===== config.mk =====
export PLATFORM = sky130hd
export DESIGN_NAME = tfc_top
export DESIGN_NICKNAME = d
export VERILOG_FILES = /design/src/verilog/tfc_pkg.sv /design/src/verilog/tfc_ff_cell.sv /design/src/verilog/tfc_top.sv
export VERILOG_INCLUDE_DIRS = /design/src /design/src/verilog
export SDC_FILE = /design/constraint.sdc
export NUM_CORES = 1
export LEC_CHECK = 0
export BUFFER_PORTS_ARGS = -buffer_cell sky130_fd_sc_hd__buf_2
export CORE_UTILIZATION = 40
export DETAILED_ROUTE_END_ITERATION = 8
export PLACE_DENSITY = 0.65
export SLEW_MARGIN = 20
export SYNTH_ARGS = -nofsm -noshare
export SYNTH_HDL_FRONTEND = slang
export SYNTH_SLANG_ARGS = --single-unit

===== constraint.sdc =====
create_clock -name ref_clk -period 3.3 [get_ports ref_clk]
set_input_delay 0.825 -clock ref_clk [delete_from_list [all_inputs] [get_ports ref_clk]]
set_output_delay 0.825 -clock ref_clk [all_outputs]
set_load 0.02 [all_outputs]

===== src/verilog/tfc_defs.svh =====
// Purpose: constants of the timer output flip-flop control block
// Assumes: included by bare name from the design files
// Notes:   offsets are byte addresses on the plain register port
`ifndef TFC_DEFS_SVH
`define TFC_DEFS_SVH

// ----------------------------------------------------------------
// register addresses
// ----------------------------------------------------------------
`define TFC_ADDR_W              32
`define TFC_ADDR_SEL_HI         32'h0080_0223
`define TFC_ADDR_PROT_LO        32'h0080_0224
`define TFC_ADDR_DATA_LO        32'h0080_0226
`define TFC_ADDR_PROT_HI        32'h0080_0229
`define TFC_ADDR_DATA_HI        32'h0080_022B

// ----------------------------------------------------------------
// reset values
// ----------------------------------------------------------------
`define TFC_RST_PROT_LO         16'h0000
`define TFC_RST_PROT_HI         5'h00
`define TFC_RST_SEL_HI          8'h00
`define TFC_RST_FF              1'h0

// ----------------------------------------------------------------
// field layout
// ----------------------------------------------------------------
`define TFC_NUM_FF              21
`define TFC_NUM_LO              16
`define TFC_NUM_HI              5
`define TFC_HI_FIELD_W          5
`define TFC_SEL19_POS           6
`define TFC_SEL18_POS           4
`define TFC_SEL17_POS           2
`define TFC_SEL16_POS           0
`define TFC_SEL_W               2

// ----------------------------------------------------------------
// selector codes
// ----------------------------------------------------------------
`define TFC_SEL3_BUS0           2'h2
`define TFC_SEL3_BUS1           2'h3
`define TFC_SEL16_TMR           2'h0
`define TFC_SEL16_BUS0          2'h1
`define TFC_SEL16_BUS1          2'h2
`define TFC_SEL16_BUS3          2'h3

`endif


===== src/verilog/tfc_pkg.sv =====
// Purpose: types of the timer output flip-flop control block
// Assumes: nothing
// Notes:   all state of each module is one packed struct
package tfc_pkg;

    // ------------------------------------------------------------
    // register file state of the top module
    // ------------------------------------------------------------
    typedef struct packed {
        logic [15:0] prot_lo_ff;
        logic [4:0]  prot_hi_ff;
        logic [7:0]  sel_hi_ff;
        logic [15:0] rdata_ff;
    } tfc_regs_s;

    // ------------------------------------------------------------
    // state of one output flip-flop cell
    // ------------------------------------------------------------
    typedef struct packed {
        logic q_ff;
    } tfc_cell_s;

endpackage


===== src/verilog/tfc_ff_cell.sv =====
// Purpose: one timer output flip-flop with software force
// Assumes: evt and wr_en are one-cycle pulses on ref_clk
// Notes:   a software write wins over a timer event
`timescale 1ns/1ps
`default_nettype none
`include "tfc_defs.svh"

module tfc_ff_cell (
    // clock and reset
    input  wire logic ref_clk,
    input  wire logic rst_b,
    // timer event and software force
    input  wire logic evt,
    input  wire logic wr_en,
    input  wire logic wr_val,
    // flip-flop output
    output logic      q
);

    tfc_pkg::tfc_cell_s st_ff;
    tfc_pkg::tfc_cell_s nxt_st;

    // ------------------------------------------------------------
    // next state
    // ------------------------------------------------------------
    always_comb begin
        nxt_st = st_ff;
        if (wr_en) begin
            nxt_st.q_ff = wr_val;
        end else if (evt) begin
            nxt_st.q_ff = ~st_ff.q_ff;
        end
    end

    always_ff @(posedge ref_clk or negedge rst_b) begin
        if (!rst_b) begin
            st_ff.q_ff <= `TFC_RST_FF;
        end else begin
            st_ff <= nxt_st;
        end
    end

    assign q = st_ff.q_ff;

endmodule
`default_nettype wire


===== src/verilog/tfc_top.sv =====
// Purpose: timer output flip-flop control: sources, protect, data
// Assumes: all inputs synchronous to ref_clk; events are pulses
// Notes:   read data stand in the cycle after the read strobe
//
// The implementer's own choice: strobed register access.
`timescale 1ns/1ps
`default_nettype none
`include "tfc_defs.svh"

module tfc_top #(
    parameter int NUM_FF = `TFC_NUM_FF
) (
    // clock and reset
    input  wire logic                   ref_clk,
    input  wire logic                   rst_b,
    // register port
    input  wire logic [`TFC_ADDR_W-1:0] reg_addr,
    input  wire logic [15:0]            reg_wdata,
    input  wire logic                   reg_wr,
    input  wire logic                   reg_rd,
    output logic      [15:0]            reg_rdata,
    // timer sources, one-cycle pulses
    input  wire logic [15:0]            src_lo_evt,
    input  wire logic                   src_ch20_evt,
    input  wire logic                   io_timer_channel_5,
    input  wire logic                   io_timer_channel_6,
    input  wire logic                   io_timer_channel_7,
    input  wire logic                   io_timer_channel_8,
    // output event bus lines, one-cycle pulses
    input  wire logic [3:0]             evt_bus,
    // flip-flop outputs
    output logic      [NUM_FF-1:0]      ff_out
);

    tfc_pkg::tfc_regs_s st_ff;
    tfc_pkg::tfc_regs_s nxt_st;

    logic [NUM_FF-1:0] ff_q;
    logic [NUM_FF-1:0] ff_evt;
    logic [NUM_FF-1:0] ff_wr_en;
    logic [NUM_FF-1:0] ff_wr_val;
    logic [NUM_FF-1:0] ff_prot;
    logic [1:0]        sel16;
    logic [1:0]        sel17;
    logic [1:0]        sel18;
    logic [1:0]        sel19;
    logic              hit_sel_hi;
    logic              hit_prot_lo;
    logic              hit_data_lo;
    logic              hit_prot_hi;
    logic              hit_data_hi;

    // ------------------------------------------------------------
    // address decode
    // ------------------------------------------------------------
    assign hit_sel_hi  = (reg_addr == `TFC_ADDR_SEL_HI);
    assign hit_prot_lo = (reg_addr == `TFC_ADDR_PROT_LO);
    assign hit_data_lo = (reg_addr == `TFC_ADDR_DATA_LO);
    assign hit_prot_hi = (reg_addr == `TFC_ADDR_PROT_HI);
    assign hit_data_hi = (reg_addr == `TFC_ADDR_DATA_HI);

    // ------------------------------------------------------------
    // selector fields
    // ------------------------------------------------------------
    assign sel19 = st_ff.sel_hi_ff[`TFC_SEL19_POS +: `TFC_SEL_W];
    assign sel18 = st_ff.sel_hi_ff[`TFC_SEL18_POS +: `TFC_SEL_W];
    assign sel17 = st_ff.sel_hi_ff[`TFC_SEL17_POS +: `TFC_SEL_W];
    assign sel16 = st_ff.sel_hi_ff[`TFC_SEL16_POS +: `TFC_SEL_W];

    // three-way selector: 0X timer, 10 bus 0, 11 bus 1
    function automatic logic pick3(input logic [1:0] sel, input logic tmr,
                                   input logic [3:0] bus);
        logic r;
        r = tmr;
        case (sel)
            `TFC_SEL3_BUS0: r = bus[0];
            `TFC_SEL3_BUS1: r = bus[1];
            default:        r = tmr;
        endcase
        return r;
    endfunction

    // ------------------------------------------------------------
    // source selection
    // ------------------------------------------------------------
    always_comb begin
        ff_evt                  = '0;
        ff_evt[`TFC_NUM_LO-1:0] = src_lo_evt;
        ff_evt[NUM_FF-1]        = src_ch20_evt;
        ff_evt[19]              = pick3(sel19, io_timer_channel_8, evt_bus);
        ff_evt[18]              = pick3(sel18, io_timer_channel_7, evt_bus);
        ff_evt[17]              = pick3(sel17, io_timer_channel_6, evt_bus);
        case (sel16)
            `TFC_SEL16_TMR:  ff_evt[16] = io_timer_channel_5;
            `TFC_SEL16_BUS0: ff_evt[16] = evt_bus[0];
            `TFC_SEL16_BUS1: ff_evt[16] = evt_bus[1];
            `TFC_SEL16_BUS3: ff_evt[16] = evt_bus[3];
            default:         ff_evt[16] = io_timer_channel_5;
        endcase
    end

    // ------------------------------------------------------------
    // protected software writes
    // ------------------------------------------------------------
    assign ff_prot = {st_ff.prot_hi_ff, st_ff.prot_lo_ff};

    always_comb begin
        ff_wr_en  = '0;
        ff_wr_val = '0;
        ff_wr_val[`TFC_NUM_LO-1:0] = reg_wdata;
        ff_wr_val[NUM_FF-1:`TFC_NUM_LO] = reg_wdata[`TFC_HI_FIELD_W-1:0];
        if (reg_wr && hit_data_lo) begin
            ff_wr_en[`TFC_NUM_LO-1:0] = ~ff_prot[`TFC_NUM_LO-1:0];
        end
        if (reg_wr && hit_data_hi) begin
            ff_wr_en[NUM_FF-1:`TFC_NUM_LO] = ~ff_prot[NUM_FF-1:`TFC_NUM_LO];
        end
    end

    // ------------------------------------------------------------
    // output flip-flops
    // ------------------------------------------------------------
    genvar gi;
    generate
        for (gi = 0; gi < NUM_FF; gi++) begin : g_cell
            tfc_ff_cell u_cell (
                .ref_clk (ref_clk),
                .rst_b   (rst_b),
                .evt     (ff_evt[gi]),
                .wr_en   (ff_wr_en[gi]),
                .wr_val  (ff_wr_val[gi]),
                .q       (ff_q[gi])
            );
        end
    endgenerate

    assign ff_out = ff_q;

    // ------------------------------------------------------------
    // register writes and read data
    // ------------------------------------------------------------
    always_comb begin
        nxt_st          = st_ff;
        nxt_st.rdata_ff = 16'h0000;
        if (reg_wr) begin
            if (hit_sel_hi) begin
                nxt_st.sel_hi_ff = reg_wdata[7:0];
            end
            if (hit_prot_lo) begin
                nxt_st.prot_lo_ff = reg_wdata;
            end
            if (hit_prot_hi) begin
                nxt_st.prot_hi_ff = reg_wdata[`TFC_HI_FIELD_W-1:0];
            end
        end
        if (reg_rd) begin
            if (hit_sel_hi) begin
                nxt_st.rdata_ff = {8'h00, st_ff.sel_hi_ff};
            end else if (hit_prot_lo) begin
                nxt_st.rdata_ff = st_ff.prot_lo_ff;
            end else if (hit_data_lo) begin
                nxt_st.rdata_ff = ff_q[`TFC_NUM_LO-1:0];
            end else if (hit_prot_hi) begin
                nxt_st.rdata_ff = {11'h000, st_ff.prot_hi_ff};
            end else if (hit_data_hi) begin
                nxt_st.rdata_ff = {11'h000, ff_q[NUM_FF-1:`TFC_NUM_LO]};
            end
        end
    end

    always_ff @(posedge ref_clk or negedge rst_b) begin
        if (!rst_b) begin
            st_ff.prot_lo_ff <= `TFC_RST_PROT_LO;
            st_ff.prot_hi_ff <= `TFC_RST_PROT_HI;
            st_ff.sel_hi_ff  <= `TFC_RST_SEL_HI;
            st_ff.rdata_ff   <= 16'h0000;
        end else begin
            st_ff <= nxt_st;
        end
    end

    assign reg_rdata = st_ff.rdata_ff;

endmodule
`default_nettype wire


Yosys cells after proc, flatten, opt, wreduce, memory -nomap -nowiden:

Cells that the tools add are included.

* equal/unequal tests: 14
* reductions and logical operators: 27
* muxes and demuxes: 54
* bitwise operators: 23

Operators with widths (number)
* == test 32 x 24 -> 1 bit, second input constant: 5
* two-way mux 16 bit: 5
* two-way mux 1 bit: 42
* nonzero test 2 bit: 21
* inverter 1 bit: 21
* == test 2 bit, second input constant: 8
* inverter 16 bit: 1
* two-way mux 5 bit: 3
* case mux 1 bit (2 select lines): 3
* AND reduction 2 bit: 3
* inverter 5 bit: 1
* case mux 1 bit (4 select lines): 1
* == test 2 x 1 -> 1 bit, second input constant: 1
* logical AND 1 bit: 2
* zero test 2 bit: 1

* output and inout bits: 37
* input port bits: 77
* logic and storage cells: 143
* flip-flop bits (word level): 66

Depth between registers and ports, before layout:

* depth after elaboration: 7
* depth in mapped cells: 6
* depth with buffers taken out: 4

Modules after synthesis:

From an unflattened synthesis, not the netlist that was laid out.

* cell total of the unflattened synthesis: 293
* area total of the unflattened synthesis: 3276.9 um2

By module, submodules not included
* tfc_top: cells each 209, instances 1, area an instance 2383.5 um2, seq. area each 1126.1 um2
* tfc_ff_cell: cells each 4, instances 21, area an instance 42.5 um2, seq. area each 25.0 um2

Least setup slack after synthesis:

No wires, ideal clock.

* path kind: input -> register
* start point: input port reg_addr[14]
* end point: register st_ff, in the netlist ff_prot[10]
* setup slack: 0.738 ns
* data required time: 3.175 ns
* arrival time: 2.437 ns
* library setup time: 0.125 ns
* cell stages on the path: 5
* path buffers: 1
* cell sequence: or4_4 nor4_4 nand3_4 buf_6 mux2_4

* longest elaborated chain between the ends: 2

RTL lines
* start: declaration: line tfc_top.sv:17 `` input wire logic [`TFC_ADDR_W-1:0] reg_addr, ``
* == test 32 x 24 -> 1 bit (no line)
* AND reduction 2 bit (no line)
* end signal: assignment: line tfc_top.sv:178 `st_ff <= nxt_st;`
* end: declaration: line tfc_top.sv:35 `tfc_pkg::tfc_regs_s st_ff;`

No other way between the ends.
A chain may end at the register's enable or synchronous reset.

Final worst setup path:

* start point: input port reg_addr[4]
* end point: register st_ff, in the netlist sel16[0]

Same word-level chain as after synthesis.

==> impl_metrics.tcl <==
set metrics [dict create \
    status "finished, violations left" \
    violations "design-rule violations" \
    synth_cell_types 38 \
    crit_chain "buf_2, or4b_1, buf_4, nor3_1, nand4_1, mux2_2" \
    grt_overflow 0 \
    critical_path_required_ns 3.52 \
    slew_viol_final 0 \
    netlist_area_mm2 0.00367 \
    grt_pass1_vias 2941 \
    syn_avg_cell_area_um2 11.4 \
    cts_tree "yes" \
    hold_end "ff_prot[5]$_DFFE_PN0P_" \
    numPortBuffers 112 \
    fp.dieW_um 97.8 \
    antenna_cells 0 \
    fill_cells 826 \
    postSynthRegisterBits 66 \
    clock-root-buffer "clkbuf_8" \
    syn-num-nets 400 \
    fmax_ghz 0.376 \
    vias 2873 \
    crit_path_start_kind "input pin" \
    yosys-top-cells-area "dfrtp_1 45%, mux2_2 13%, xor2_1 5.0%" \
    min_period_ns 2.66 \
    crit_path_end_kind "flop" \
    finalCritPeriodShare_pct 80.6 \
    syn_inst 323 \
    antenna_found_initial 0 \
    dr.pass1.iters 6 \
    finalWorstSetupSlack_ns 0.639 \
    worstHoldStart "ff_prot[5]$_DFFE_PN0P_" \
    cts_num_sinks 66 \
    p_int_mw 1.56 \
    r2r_end "g_cell[16].u_cell.q$_DFFE_PN0P_" \
    slew-limit-headroom_pct 48.5 \
    p_switching_mw 0.809 \
    drv_cap 0 \
    post_cts_buffers 0 \
    grt_use_total_pct 20.2 \
    rows 34 \
    synth.top_cells.by_count "66 x dfrtp_1, 42 x mux2_2, 23 x nand3_1" \
    fin_nets 496 \
    ant_nets 0 \
    clk_pin_slew_worst_paths_ns 0.06 \
    numCtsBuffers 9 \
    ir_worst_vdd_v 0.000422 \
    rsz0062_at_grt "false" \
    r2r_cells 3 \
    start_util_pct 41.7 \
    grt_pass1_wl_um 14800 \
    clockPowerShare_pct 24.7 \
    pwr-share-seq_pct 45.1 \
    yosys.cell_count.top_type "dfrtp_1" \
    clkLatencyLatePin_ns 0.35 \
    synthFlopType "dfrtp_1" \
    hp-class "reg -> reg" \
    finalClockSkew_ns 0.00987 \
    dpl.hpwl_um 6450 \
    power.leakage_nw 2.12 \
    synth_edf_count 0 \
    boundaryPins 114 \
    synth_top_area_share_pct 45.0 \
    post_drt_wl_per_cell_um 17.0 \
    place_area_mm2 0.00422 \
    core_mm2 0.00881 \
    ctsHoldBuffers 0 \
    die_area_mm2 0.00956 \
    cts_resized 0 \
    htreeDepth 3 \
    drive_above_1_share_pct 46.0 \
    switching_share_pct 34.1 \
    timing.hold.ws_ns 0.538 \
    crit_type "in -> reg" \
    cts.path.max_buffers 2 \
    hold_viol 0 \
    combPwrFrac_pct 30.2 \
    worstPathArrival_ns 2.88 \
    powerDensity_mw_per_mm2 541 \
    synthArstFlopShare_pct 100 \
    rrSetupSlack_ns 1.86 \
    routed_via_density 5.40 \
    grt_max_degree 36 \
    crit_fanout 8 \
    critPathMaxStageDelay_ns 0.65 \
    drt_wl_total_um 9030 \
    yosysSeqAreaShare_pct 45.0 \
    routabilityCongestion 0.834 \
    fin_tns_setup_ns 0 \
    min_delay_path_depth 1 \
    final_area_mm2 0.00438 \
    pre_cts_slack_ns 0.291 \
    area_growth_pct 19.4 \
    worst_path_max_delay_cell "or4b_1" \
    worst_pin_slew_ns 0.773 \
    fp.dieH_um 97.8 \
    synth_top_cell_by_area "dfrtp_1" \
    drc 16 \
    drt_iter0_markers 131 \
    ys_warn_count 0 \
    r2r_start "sel16[0]$_DFFE_PN0P_" \
    setup_violations 0 \
]
==> flip-flops by register name (all words and copies together), names as in the netlist <==
register,count
g_cell.u_cell.q,21
sel17,2
sel19,2
reg_rdata,16
sel18,2
sel16,2
ff_prot,21
==> metal layers <==
layer	GRT usage (%)	part of all wire [%]	up-vias
li1	-	-	1332
met2	33.3	49	91
met1	25.5	43	1437
met3	5.73	6.1	13
met4	7.11	1.4	0
met5	0	0	-
==> power by group through the flow <==
stage | sequential (mW) | combinational (mW) | clock, mW
after floorplan | 1.06 | 0.656 | 0
after global placement | 1.08 | 0.704 | 0
after detailed placement | 1.09 | 0.720 | 0
after CTS | 1.07 | 0.724 | 0.604
after global routing | 1.09 | 0.782 | 0.636
final | 1.07 | 0.716 | 0.586
==> layout by cell type (no fill, tap or decap), types with 11 or more instances in the layout <==
cell type / instances
buf_2: 112
dfrtp_1: 66
mux2_2: 42
nand3_1: 23
nor3b_1: 22
xor2_1: 21
nand2_1: 16
nor2_1: 15
mux2i_1: 11
buf_4: 11
==> per-stage QoR <==
step	std cells	power, mW	util [%]
2_1_floorplan	323	1.71	-
3_3_place_gp	516	1.79	47.9
3_5_place_dp	516	1.81	47.9
4_1_cts	532	2.40	49.7
5_1_grt	532	2.51	49.7
6_report	532	2.37	49.7
==> how the worst max path moves through the flow <==
stage                     slack, ns                 endpoint          from
after floorplan                0.74  ff_prot[10]$_DFFE_PN0P_  reg_addr[14]
final                          0.64     sel16[0]$_DFFE_PN0P_   reg_addr[4]
after detailed placement       0.29     sel18[1]$_DFFE_PN0P_   reg_addr[4]
after global routing           0.60     sel16[0]$_DFFE_PN0P_   reg_addr[4]
after CTS                      0.68     sel16[0]$_DFFE_PN0P_   reg_addr[4]
after global placement         0.37     sel16[1]$_DFFE_PN0P_   reg_addr[4]
==> cell type report <==
| cell class | instances | area [um^2] | area share (%) |
|---|---|---|---|
| clock buffers | 13 | 149 | 3.40 |
| clock inverters | 3 | 15.0 | 0.343 |
| inverters | 3 | 11.3 | 0.257 |
| multi-input cells | 215 | 1760 | 40.1 |
| flip-flops and latches | 66 | 1650 | 37.7 |
| well taps | 108 | 135 | 3.08 |
| repair buffers | 124 | 663 | 15.1 |
==> logic make-up (layout without fill, tap and decap cells) <==
group / Yosys count / in the layout / share of synthesized area [%]
and+or+nand+nor: 102 / 102 / 16.4
DFF: 66 / 66 / 45.0
muxes: 65 / 65 / 20.9
buffers and inverters: 42 / 143 / 7.13
AOI/OAI and AO/OA: 26 / 26 / 5.29
xor gates and xnor gates: 22 / 22 / 5.25
==> critical path, delay by kind of cell <==
family,cells,cell delay (ns)
buffers and inverters,2,0.32
muxes,1,0.46
and+or+nand+nor,3,1.27
(Power assumes the default switching activity.)
